[src/lsr_params.svh]
`ifndef LSR_PARAMS_SVH
`define LSR_PARAMS_SVH

`define LSR_ADDR            7'h2F
`define LSR_RESET           16'h0000
`define LSR_BIT_RESERVED    15
`define LSR_BIT_DATA_RDY    14
`define LSR_BIT_BUSY        13
`define LSR_SRC_HI          12
`define LSR_SRC_LO          10
`define LSR_SUP_HI          9
`define LSR_SUP_LO          5
`define LSR_BIT_OVERTEMP    4
`define LSR_CHAN_HI         3
`define LSR_CHAN_LO         0

`define LSR_CLK_PERIOD_NS   10
`define LSR_RDY_PULSE_US    24
`define LSR_RDY_PULSE_CYC   ((`LSR_RDY_PULSE_US * 1000) / `LSR_CLK_PERIOD_NS)
`define LSR_DEB_MS          2
`define LSR_DEB_CYC         ((`LSR_DEB_MS * 1000000) / `LSR_CLK_PERIOD_NS)

`endif

[src/lsr_pkg.sv]
package lsr_pkg;
    typedef enum logic [0:0] {
        rdy_idle,
        rdy_low
    } lsr_rdy_state_t;

    typedef logic [2:0]  lsr_src_code_t;
    typedef logic [15:0] lsr_word_t;
endpackage

[src/lsr_if.sv]
`timescale 1ns/1ps
interface lsr_if #(
    parameter int NCH = 4
);
    logic [NCH-1:0] fault_raw;
    logic [NCH-1:0] needs_debounce;
    logic [NCH-1:0] fault_debounced;

    modport owner (
        output fault_raw,
        output needs_debounce,
        input  fault_debounced
    );
    modport filter (
        input  fault_raw,
        input  needs_debounce,
        output fault_debounced
    );
endinterface

[src/lsr_debounce.sv]
`timescale 1ns/1ps
module lsr_debounce
    import lsr_pkg::*;
#(
    parameter int          NCH         = 4,
    parameter int unsigned DEB_CYCLES  = 200000
)(
    input  wire logic      clock,
    input  wire logic      reset_n,
    lsr_if.filter          flt
);
    localparam int CW = $clog2(DEB_CYCLES + 1);
    localparam logic [CW-1:0] CNT_MAX = CW'(DEB_CYCLES - 1);

    genvar g;
    generate
        for (g = 0; g < NCH; g++) begin : g_ch
            logic [CW-1:0] cnt_r;
            logic [CW-1:0] cnt_nxt;
            logic          deb_r;
            logic          deb_nxt;
            wire           at_max = (cnt_r == CNT_MAX);

            // a fault must stay present the whole window
            assign cnt_nxt = !flt.fault_raw[g] ? '0 :
                             at_max ? cnt_r : cnt_r + CW'(1);
            // input-function faults arrive already filtered upstream
            assign deb_nxt = !flt.needs_debounce[g] ? flt.fault_raw[g] :
                             (flt.fault_raw[g] & (at_max | deb_r));

            always_ff @(posedge clock or negedge reset_n) begin
                if (!reset_n) begin
                    cnt_r <= '0;
                    deb_r <= 1'h0;
                end else begin
                    cnt_r <= cnt_nxt;
                    deb_r <= deb_nxt;
                end
            end
            assign flt.fault_debounced[g] = deb_r;
        end
    endgenerate
endmodule

[src/lsr_top.sv]
`timescale 1ns/1ps
`include "lsr_params.svh"
module lsr_top
    import lsr_pkg::*;
#(
    parameter int          NCH        = 4,
    parameter int unsigned DEB_CYCLES = `LSR_DEB_CYC
)(
    input  wire logic           clock,
    input  wire logic           reset_n,
    input  wire logic [6:0]     reg_addr,
    input  wire logic           reg_wr,
    input  wire logic           reg_rd,
    input  wire logic [15:0]    reg_wdata,
    output logic      [15:0]    reg_rdata,
    output logic                reg_rvalid,
    input  wire logic           conv_done,
    input  wire logic           conv_busy,
    input  wire logic           conv_is_diag,
    input  wire logic [1:0]     conv_index,
    input  wire logic           continuous_mode,
    input  wire logic           overtemp_detect,
    input  wire logic [4:0]     supply_fault,
    input  wire logic [NCH-1:0] chan_fault_raw,
    input  wire logic [NCH-1:0] chan_needs_debounce,
    output logic                adc_ready_n,
    output logic      [NCH-1:0] chan_fault_live
);
    localparam int PW = 12;
    localparam logic [PW-1:0] PULSE_LAST = PW'(`LSR_RDY_PULSE_CYC - 1);

    lsr_if #(.NCH(NCH)) flt_if ();

    logic           data_rdy_r;
    logic           data_rdy_nxt;
    logic           busy_r;
    lsr_src_code_t  src_r;
    lsr_src_code_t  src_nxt;
    logic [4:0]     sup_r;
    logic           hot_r;
    lsr_word_t      rdata_r;
    lsr_word_t      rdata_nxt;
    logic           rvalid_r;
    lsr_rdy_state_t rdy_state_r;
    lsr_rdy_state_t rdy_state_nxt;
    logic [PW-1:0]  pulse_cnt_r;
    logic [PW-1:0]  pulse_cnt_nxt;
    logic           ready_n_r;
    logic           ready_n_nxt;
    lsr_word_t      live_word;

    wire addr_hit  = (reg_addr == `LSR_ADDR);
    wire clear_hit = reg_wr & addr_hit & reg_wdata[`LSR_BIT_DATA_RDY];

    assign flt_if.fault_raw      = chan_fault_raw;
    assign flt_if.needs_debounce = chan_needs_debounce;

    lsr_debounce #(
        .NCH        (NCH),
        .DEB_CYCLES (DEB_CYCLES)
    ) u_deb (
        .clock   (clock),
        .reset_n (reset_n),
        .flt     (flt_if.filter)
    );

    // diag flag on top, index below, so channel D lands on 011
    assign src_nxt = {conv_is_diag, conv_index};

    // a new completion in the clearing cycle wins over the clear
    assign data_rdy_nxt = conv_done | (data_rdy_r & ~clear_hit);

    // only bit 14 is writable; everything else ignores writes
    assign live_word = {
        1'h0,
        data_rdy_r,
        busy_r,
        src_r,
        sup_r,
        hot_r,
        flt_if.fault_debounced
    };

    // unmapped addresses read back zero
    assign rdata_nxt = addr_hit ? live_word : '0;

    always_comb begin
        rdy_state_nxt = rdy_state_r;
        pulse_cnt_nxt = pulse_cnt_r;
        case (rdy_state_r)
            rdy_idle: begin
                if (continuous_mode && conv_done) begin
                    rdy_state_nxt = rdy_low;
                    pulse_cnt_nxt = '0;
                end
            end
            rdy_low: begin
                if (!continuous_mode) begin
                    rdy_state_nxt = rdy_idle;
                end else if (conv_done) begin
                    pulse_cnt_nxt = '0;
                end else if (pulse_cnt_r == PULSE_LAST) begin
                    rdy_state_nxt = rdy_idle;
                end else begin
                    pulse_cnt_nxt = pulse_cnt_r + PW'(1);
                end
            end
            default: begin
                rdy_state_nxt = rdy_idle;
                pulse_cnt_nxt = '0;
            end
        endcase
    end

    // pin is low while asserted; fixed width pulse ignores the flag
    assign ready_n_nxt = continuous_mode ? (rdy_state_nxt != rdy_low)
                                         : ~data_rdy_nxt;

    always_ff @(posedge clock or negedge reset_n) begin
        if (!reset_n) begin
            data_rdy_r <= 1'h0;
            busy_r     <= 1'h0;
            src_r      <= '0;
            sup_r      <= '0;
            hot_r      <= 1'h0;
        end else begin
            data_rdy_r <= data_rdy_nxt;
            busy_r     <= conv_busy;
            src_r      <= src_nxt;
            sup_r      <= supply_fault;
            hot_r      <= overtemp_detect;
        end
    end

    always_ff @(posedge clock or negedge reset_n) begin
        if (!reset_n) begin
            rdata_r  <= `LSR_RESET;
            rvalid_r <= 1'h0;
        end else begin
            rvalid_r <= reg_rd;
            if (reg_rd) begin
                rdata_r <= rdata_nxt;
            end
        end
    end

    always_ff @(posedge clock or negedge reset_n) begin
        if (!reset_n) begin
            rdy_state_r <= rdy_idle;
            pulse_cnt_r <= '0;
            ready_n_r   <= 1'h1;
        end else begin
            rdy_state_r <= rdy_state_nxt;
            pulse_cnt_r <= pulse_cnt_nxt;
            ready_n_r   <= ready_n_nxt;
        end
    end

    assign reg_rdata       = rdata_r;
    assign reg_rvalid      = rvalid_r;
    assign adc_ready_n     = ready_n_r;
    assign chan_fault_live = flt_if.fault_debounced;
endmodule

[config.mk]
export PLATFORM = sky130hd
export DESIGN_NAME = lsr_top
export DESIGN_NICKNAME = d
export VERILOG_FILES = /design/src/lsr_pkg.sv /design/src/lsr_if.sv /design/src/lsr_debounce.sv /design/src/lsr_top.sv
export VERILOG_INCLUDE_DIRS = /design/src
export SDC_FILE = /design/constraint.sdc
export NUM_CORES = 1
export LEC_CHECK = 0
export ABC_AREA = 1
export BUFFER_PORTS_ARGS = -buffer_cell sky130_fd_sc_hd__buf_2
export CAP_MARGIN = 30
export CORE_ASPECT_RATIO = 0.75
export CORE_MARGIN = 10
export CORE_UTILIZATION = 59
export CTS_CLUSTER_DIAMETER = 40
export CTS_CLUSTER_SIZE = 14
export DETAILED_ROUTE_END_ITERATION = 16
export PLACE_DENSITY = 0.88
export REMOVE_ABC_BUFFERS = 1
export SLEW_MARGIN = 20
export SYNTH_ARGS = -nofsm -noshare
export SYNTH_HDL_FRONTEND = slang
export SYNTH_SLANG_ARGS = --single-unit
[constraint.sdc]
create_clock -name clock -period 1.74 [get_ports clock]
set_input_delay 0.087 -clock clock [delete_from_list [all_inputs] [get_ports clock]]
set_output_delay 0.087 -clock clock [all_outputs]
set_load 0.01 [all_outputs]
== Yosys cells after proc, flatten, opt, wreduce, memory -nomap -nowiden ==
Cells that the tools add are included.
Cells by class
  add/subtract/negate cells: 5
  equal/unequal tests: 13
  reduce and logical (&&, ||, !) cells: 2
  bitwise logic cells: 16
  muxes and demuxes: 24
Operator list (number)
  $mux 18: 8
  $add 18x1->18 const B: 4
  $eq 18x18->1 const B: 4
  $mux 12: 4
  $pmux 12 s2: 1
  $mux 15: 1
  $add 12x1->12 const B: 1
  $eq 12x12->1 const B: 1
  $ne 2x2->1 const B: 6
  $mux 1: 9
  $and 1x1->1: 7
  $eq 7x6->1 const B: 1
  $or 1x1->1: 5
  $not 1->1: 4
  $ne 3x3->1 const B: 1
  $reduce_and 3->1: 1
  $pmux 1 s2: 1
  $logic_and 1x1->1: 1
Word-level totals
  register bits after elaboration: 118
  output and inout bits: 22
  logic and storage cells: 78

== Depth between registers and ports, before layout ==
  depth in word-level cells: 8
  gate-level depth with buffers: 10
  mapped depth without buffers: 10

== By module ==
A second synthesis with hierarchy kept.
Unflattened totals
  cells, all modules: 851
  area, all modules: 6311.1 sq um
By module, submodules not included
  lsr_debounce: instances 1, sequential area each 1901.8 sq um, cells an instance 647, area an instance 4513.1 sq um
  lsr_top: instances 1, sequential area each 1027.2 sq um, cells an instance 204, area an instance 1798.0 sq um

== Worst setup path after synthesis ==
No wires, ideal clock.
  path kind: reg-to-reg
  start point: register u_deb.g_ch[2].cnt_r[0]
  end point: register u_deb.g_ch[2].cnt_r[1]
  data arrival time: 1.258 ns
  setup slack: 0.355 ns
  cell stages (with the launch flop): 7
  setup time: 0.126 ns
  cell sequence: dfrtp_1 -> ha_1 -> nand3_1 -> nor2_1 -> nand3_1 -> nand3_1 -> o21ai_0
On the way
  longest elaborated chain between the ends: 3
  elaborated cells on any way between the ends: 5
  classes of those cells: add/sub: 1; eq/ne: 2; mux: 2
RTL lines
  start: declaration: RTL line lsr_debounce.sv:18  | logic [CW-1:0] cnt_r;
  start signal: assignment: RTL line lsr_debounce.sv:36  | cnt_r <= cnt_nxt;
  $add 18x1->18: RTL line lsr_debounce.sv:26  | at_max ? cnt_r : cnt_r + CW'(1);
  $mux 18: RTL line lsr_debounce.sv:26
  $mux 18: RTL line lsr_debounce.sv:25  | assign cnt_nxt = !flt.fault_raw[g] ? '0 :
Several ways; a longest one is shown, not always the timed one. The select of a mux whose other input is x is not followed.
A chain may end at the register's enable or synchronous reset.

== Final worst setup path ==
  start point: register u_deb.g_ch[0].cnt_r[0]
  end point: register u_deb.g_ch[0].cnt_r[14]
On the way
  longest elaborated chain between the ends: 3
  elaborated cells on any way between the ends: 5
  classes of those cells: add/sub: 1; eq/ne: 2; mux: 2
RTL lines (RTL line)
  start: declaration: lsr_debounce.sv:18
  start signal: assignment: lsr_debounce.sv:36
  $add 18x1->18: lsr_debounce.sv:26
  $mux 18: lsr_debounce.sv:26
  $mux 18: lsr_debounce.sv:25
Several ways; a longest one is shown, not always the timed one. The select of a mux whose other input is x is not followed.

==> results.md <==
- The Yosys step of the flow raised 0 warnings.
- The tree built by TritonCTS fans out to 117 sinks.
- The fraction of final layout cells sized beyond drive strength 1 is 13.8%.
- In the layout the commonest cells are 198 x nand2_1, 116 x dfrtp_1, 95 x nor2_1.
- For this run the aggregate overflow at the end of global routing stands at 0.
- The number of routed nets with antenna violations is 0.
- The region available for standard cell placement spans 9740 um^2.
- In the post-synthesis netlist, the biggest area contributors are dfrtp_1 49%, nand2_1 12%, nor2_1 6.2%, inv_1 5.5%, nand3_1 4.9%.
- The critical path goes through ha_1 -> nand2_1 -> nor3_1 -> nand3_1 -> xor2_1 -> nor2_1.
- The post-synthesis instance area is 5950 um^2.
- The switching component of the power is 1.51 mW.
- The worst hold path terminates at u_deb.g_ch[3].cnt_r[7]$_DFFE_PN0P_.
- The reg-to-reg endpoint is u_deb.g_ch[0].cnt_r[14]$_DFFE_PN0P_.
- The tree is rooted in a clkbuf_16.
- The CTS tree is done.
- The required time of the critical path is 2020 ps.
- STA puts the critical path data arrival time at 1930 ps.
- For this run, the share of the core covered by cells in the final layout is 73.9%.
- After detailed placement, the design holds a cell count of 938.
- The cell count after synthesis is 764.
- The count of placed standard cells in the final layout, fillers left out is 989.
- The adder-cell share of the synthesized area is 1.05%.
- The area growth from synthesis to layout is 21.0%.
- The initial DRC count is 505.
- 69 I/O pins were placed.
- Of the total synthesized cell area, the portion taken by XOR and XNOR cells is 3.24%.
- Setup violations remaining at the end of the flow were counted as 0.
- The delay contributed by the slowest stage of the critical path is 420 ps.
- The placer's final routability congestion estimate is 0.955.
- In this run switching power makes up 21.7% of total power.
- The type of the most critical hold path is input port to flip-flop.
- In this run, the combinational gates consume 4.4% of the power.
- The worst slew margin relative to its limit is 58.0%.
- The final-report hold violation count is 0.
- The cell internal power dissipation is 5.44 mW.
- The endpoint type of the worst setup path is a flip-flop.
- The simple logic cell fraction of the synthesized area is 31.4%.
- The cell depth of the worst min-delay path is 3.
- The library cell used most frequently in the layout, excluding fill and tap cells, is nand2_1.
- The largest area contributor in the synthesized netlist is dfrtp_1.
- The first detailed-routing pass ran for 5 iterations.
- After synthesis, the largest family of logic cells by area is simple AND/OR/NAND/NOR gates.
- The row count is 31.
- The depth of the most critical reg-to-reg path is 6.
- The overall routing resource usage is 20.9%.
- The post-CTS clock slew at the launch and capture registers of the worst setup and hold paths is 60 ps.
- The maximum clock rate is 606 MHz.
- The number of nets in the final layout is 895.
- The proportion of synthesized flip-flops having asynchronous set or reset is 100%.
- The vertical die dimension is 107 um.
- The shortest period the worst path allows is 1650 ps.
- The max-cap check violation count is 0.
- The type of origin of the critical path is a flip-flop.
- The HPWL after detailed placement is 10200 um.
- The die covers 14500 um^2.
- Per report_power, the sequential group accounts for 40.6% of the total.
- The synthesized design contains 117 register bits.
- The kind of cell adding the most delay to the critical path is simple AND/OR/NAND/NOR gates.
- The startpoint identified for the worst register-to-register timing path is u_deb.g_ch[0].cnt_r[0]$_DFFE_PN0P_.
- In this run the power density over the cells is 965 nW/um^2.
- Measured against the total synthesized area, the mux share comes to 0%.
- The critical path starts at u_deb.g_ch[0].cnt_r[0]$_DFFE_PN0P_.
- The finished layout cell area is 7200 um^2.
- The flow ran to the end, and the final reports show no timing, DRC or antenna violations.
- The critical path contains buffers and inverters numbering 0 combined.
- The starting density of the core is 61.1%.
- The maximum fanout count along the critical path is 4.
- The longest clock path from root to sink contains 2 buffers.
- The minimum setup slack among reg-to-reg paths is 90 ps.
- The placed standard-cell area is 6340 um^2.
- The H-tree generated during clock tree synthesis spans 4 levels.
- The number of slew-limit violations in the final report came to 0.
- For the pin with the worst max-slew slack, the measured transition is 630 ps.
- Dividing the synthesized area by the synthesized cell count gives 7.79 um^2.
- The number of synthesized flops with an enable pin is 0.
- The main flop type after synthesis is dfrtp_1.
- The number of setup buffers added after CTS is 0.
- The clock power share is 55.0%.
- The number of CTS-inserted buffers is 17.
- After detailed routing, the number of vias per cell comes to 5.56.
- The number of global-route vias before repair was 5368.
- The final layout contains routed wiring with a total length of 14800 um.
- The die extent in x is 136 um.
- Fill cells in the final layout number 701.
- The share of the synthesized area in compound gates (AO/OA/AOI/OAI) is 7.95%.
- For this design the static power due to leakage is 3.47 nW.
- The synthesized design devotes to its leading area cell type 48.8% of total area.
- For this block, the via count after detailed routing is 5499.
- The critical path class is flip-flop to flip-flop.
- The residual DRC count is 0.
- The routed length per instance is 15.0 um.
- The startpoint of the lowest-slack hold path is chan_fault_raw[3].
- On the critical path, the stage with the largest delay is an instance of nor3_1.
- The number of antenna violations at the first check in global routing is 0.
- The quantity of I/O buffers inserted on ports is 52.
- For this run, the register share of the synthesized area comes to 49.2%.
- The first global-routing pass estimated 24900 um of wire.
- The post-route clock skew is 10.1 ps.
- In the finished design, the share of the clock period the worst path needs comes to 94.9%.
- In this run, distinct cell masters in the synthesized netlist total 37.
- In this run the number of cells on the critical path is 6.
- The peak supply drop is 0.816 mV.
- For the worst-skew pair, the clock arrives at the later sink with an insertion delay of 410 ps.
- The largest net degree at the start of global routing is 60.
- The worst hold slack is 21.1 ps.
## worst max path at each step
stage,to,slack [ps]
CTS,u_deb.g_ch[2].cnt_r[16]$_DFFE_PN0P_,50
detailed placement,u_deb.g_ch[2].cnt_r[1]$_DFFE_PN0P_,100
global placement,u_deb.g_ch[2].cnt_r[1]$_DFFE_PN0P_,200
floorplan,u_deb.g_ch[2].cnt_r[0]$_DFFE_PN0P_,360
global route,u_deb.g_ch[2].cnt_r[16]$_DFFE_PN0P_,-10
finish,u_deb.g_ch[0].cnt_r[14]$_DFFE_PN0P_,90
## sequential cells by signal (all words and copies together), names as in the netlist
signal,count
u_deb.g_ch.cnt_r,72
reg_rdata,15
pulse_cnt_r,12
sup_r,5
u_deb.g_ch.deb_r,4
src_r,3
adc_ready_n,1
busy_r,1
data_rdy_r,1
hot_r,1
rdy_state_r,1
reg_rvalid,1
## what timing repair did
item                       in CTS  in global routing
hold buffers                   18                  0
setup endpoints to repair       0                 14
hold endpoints to repair      135                  0
resized for setup               0                  6
## per-layer routing
| metal | GRT usage [%] | share of wire [%] | up-vias |
|---|---|---|---|
| met2 | 33.9 | 48 | 237 |
| met5 | 0 | 0 | - |
| met3 | 5.46 | 7.2 | 35 |
| met4 | 7.59 | 1.9 | 0 |
| met1 | 26.4 | 43 | 2604 |
| li1 | - | - | 2623 |
## logic make-up (layout without fill, tap and decap cells)
logic type               Yosys count  count (layout)
AND/OR/NAND/NOR                  426             426
flip-flops                       117             117
buffers and inverters            104             196
AO/OA/AOI/OAI                     89              89
XOR/XNOR                          22              22
adder cells (fa/ha/maj)            5               5
other                              1               2
## cells in the mapped netlist (2+ instances only)
library cell  count
clkbuf_1          8
o21ai_1           6
xor2_1           20
nor3_1           24
inv_1            87
o21ai_0          46
nand2_1         198
nand3b_1          6
xnor2_1           2
nor2_2            5
a31oi_1           5
nand3_1          58
nand3_2           2
buf_4             5
a21oi_1          27
a211oi_1          2
nor2_1           98
inv_2             2
ha_1              5
dfrtp_1         116
nand4_1          21
or2_2             5
nor3_2            2
## power by group through the flow
stage / clock (mW) / combinational (mW) / sequential (mW)
global route: 3.98 / 0.348 / 2.82
floorplan: 0 / 0.107 / 2.86
CTS: 3.84 / 0.311 / 2.82
global placement: 0 / 0.263 / 2.86
finish: 3.82 / 0.308 / 2.82
detailed placement: 0 / 0.274 / 2.86
## through the flow
stage,worst slack [ps],total power [mW],TNS [ps]
floorplan,357,2.97,0
CTS,49.5,6.97,0
finish,88.6,6.95,0
global placement,197,3.12,0
global route,-13.7,7.15,-18.7
detailed placement,104,3.14,0
## worst reg2reg max path, cell delays in order (launching register included)
cell     delay, ps
dfrtp_1        390
ha_1           220
nand2_1         70
nor3_1         420
nand3_1        180
xor2_1         180
nor2_1          60
## cell type report
class	count	area, um^2	share of cell area [%]
diodes	1	2.50	0.0348
clock buffers	21	480	6.67
clock inverters	11	171	2.38
inverters	89	334	4.64
multi-input cells	543	2620	36.4
flip-flops and latches	117	2930	40.7
well taps	132	165	2.29
repair buffers	75	493	6.85
Note: power is estimated with default switching activity, not from simulation.
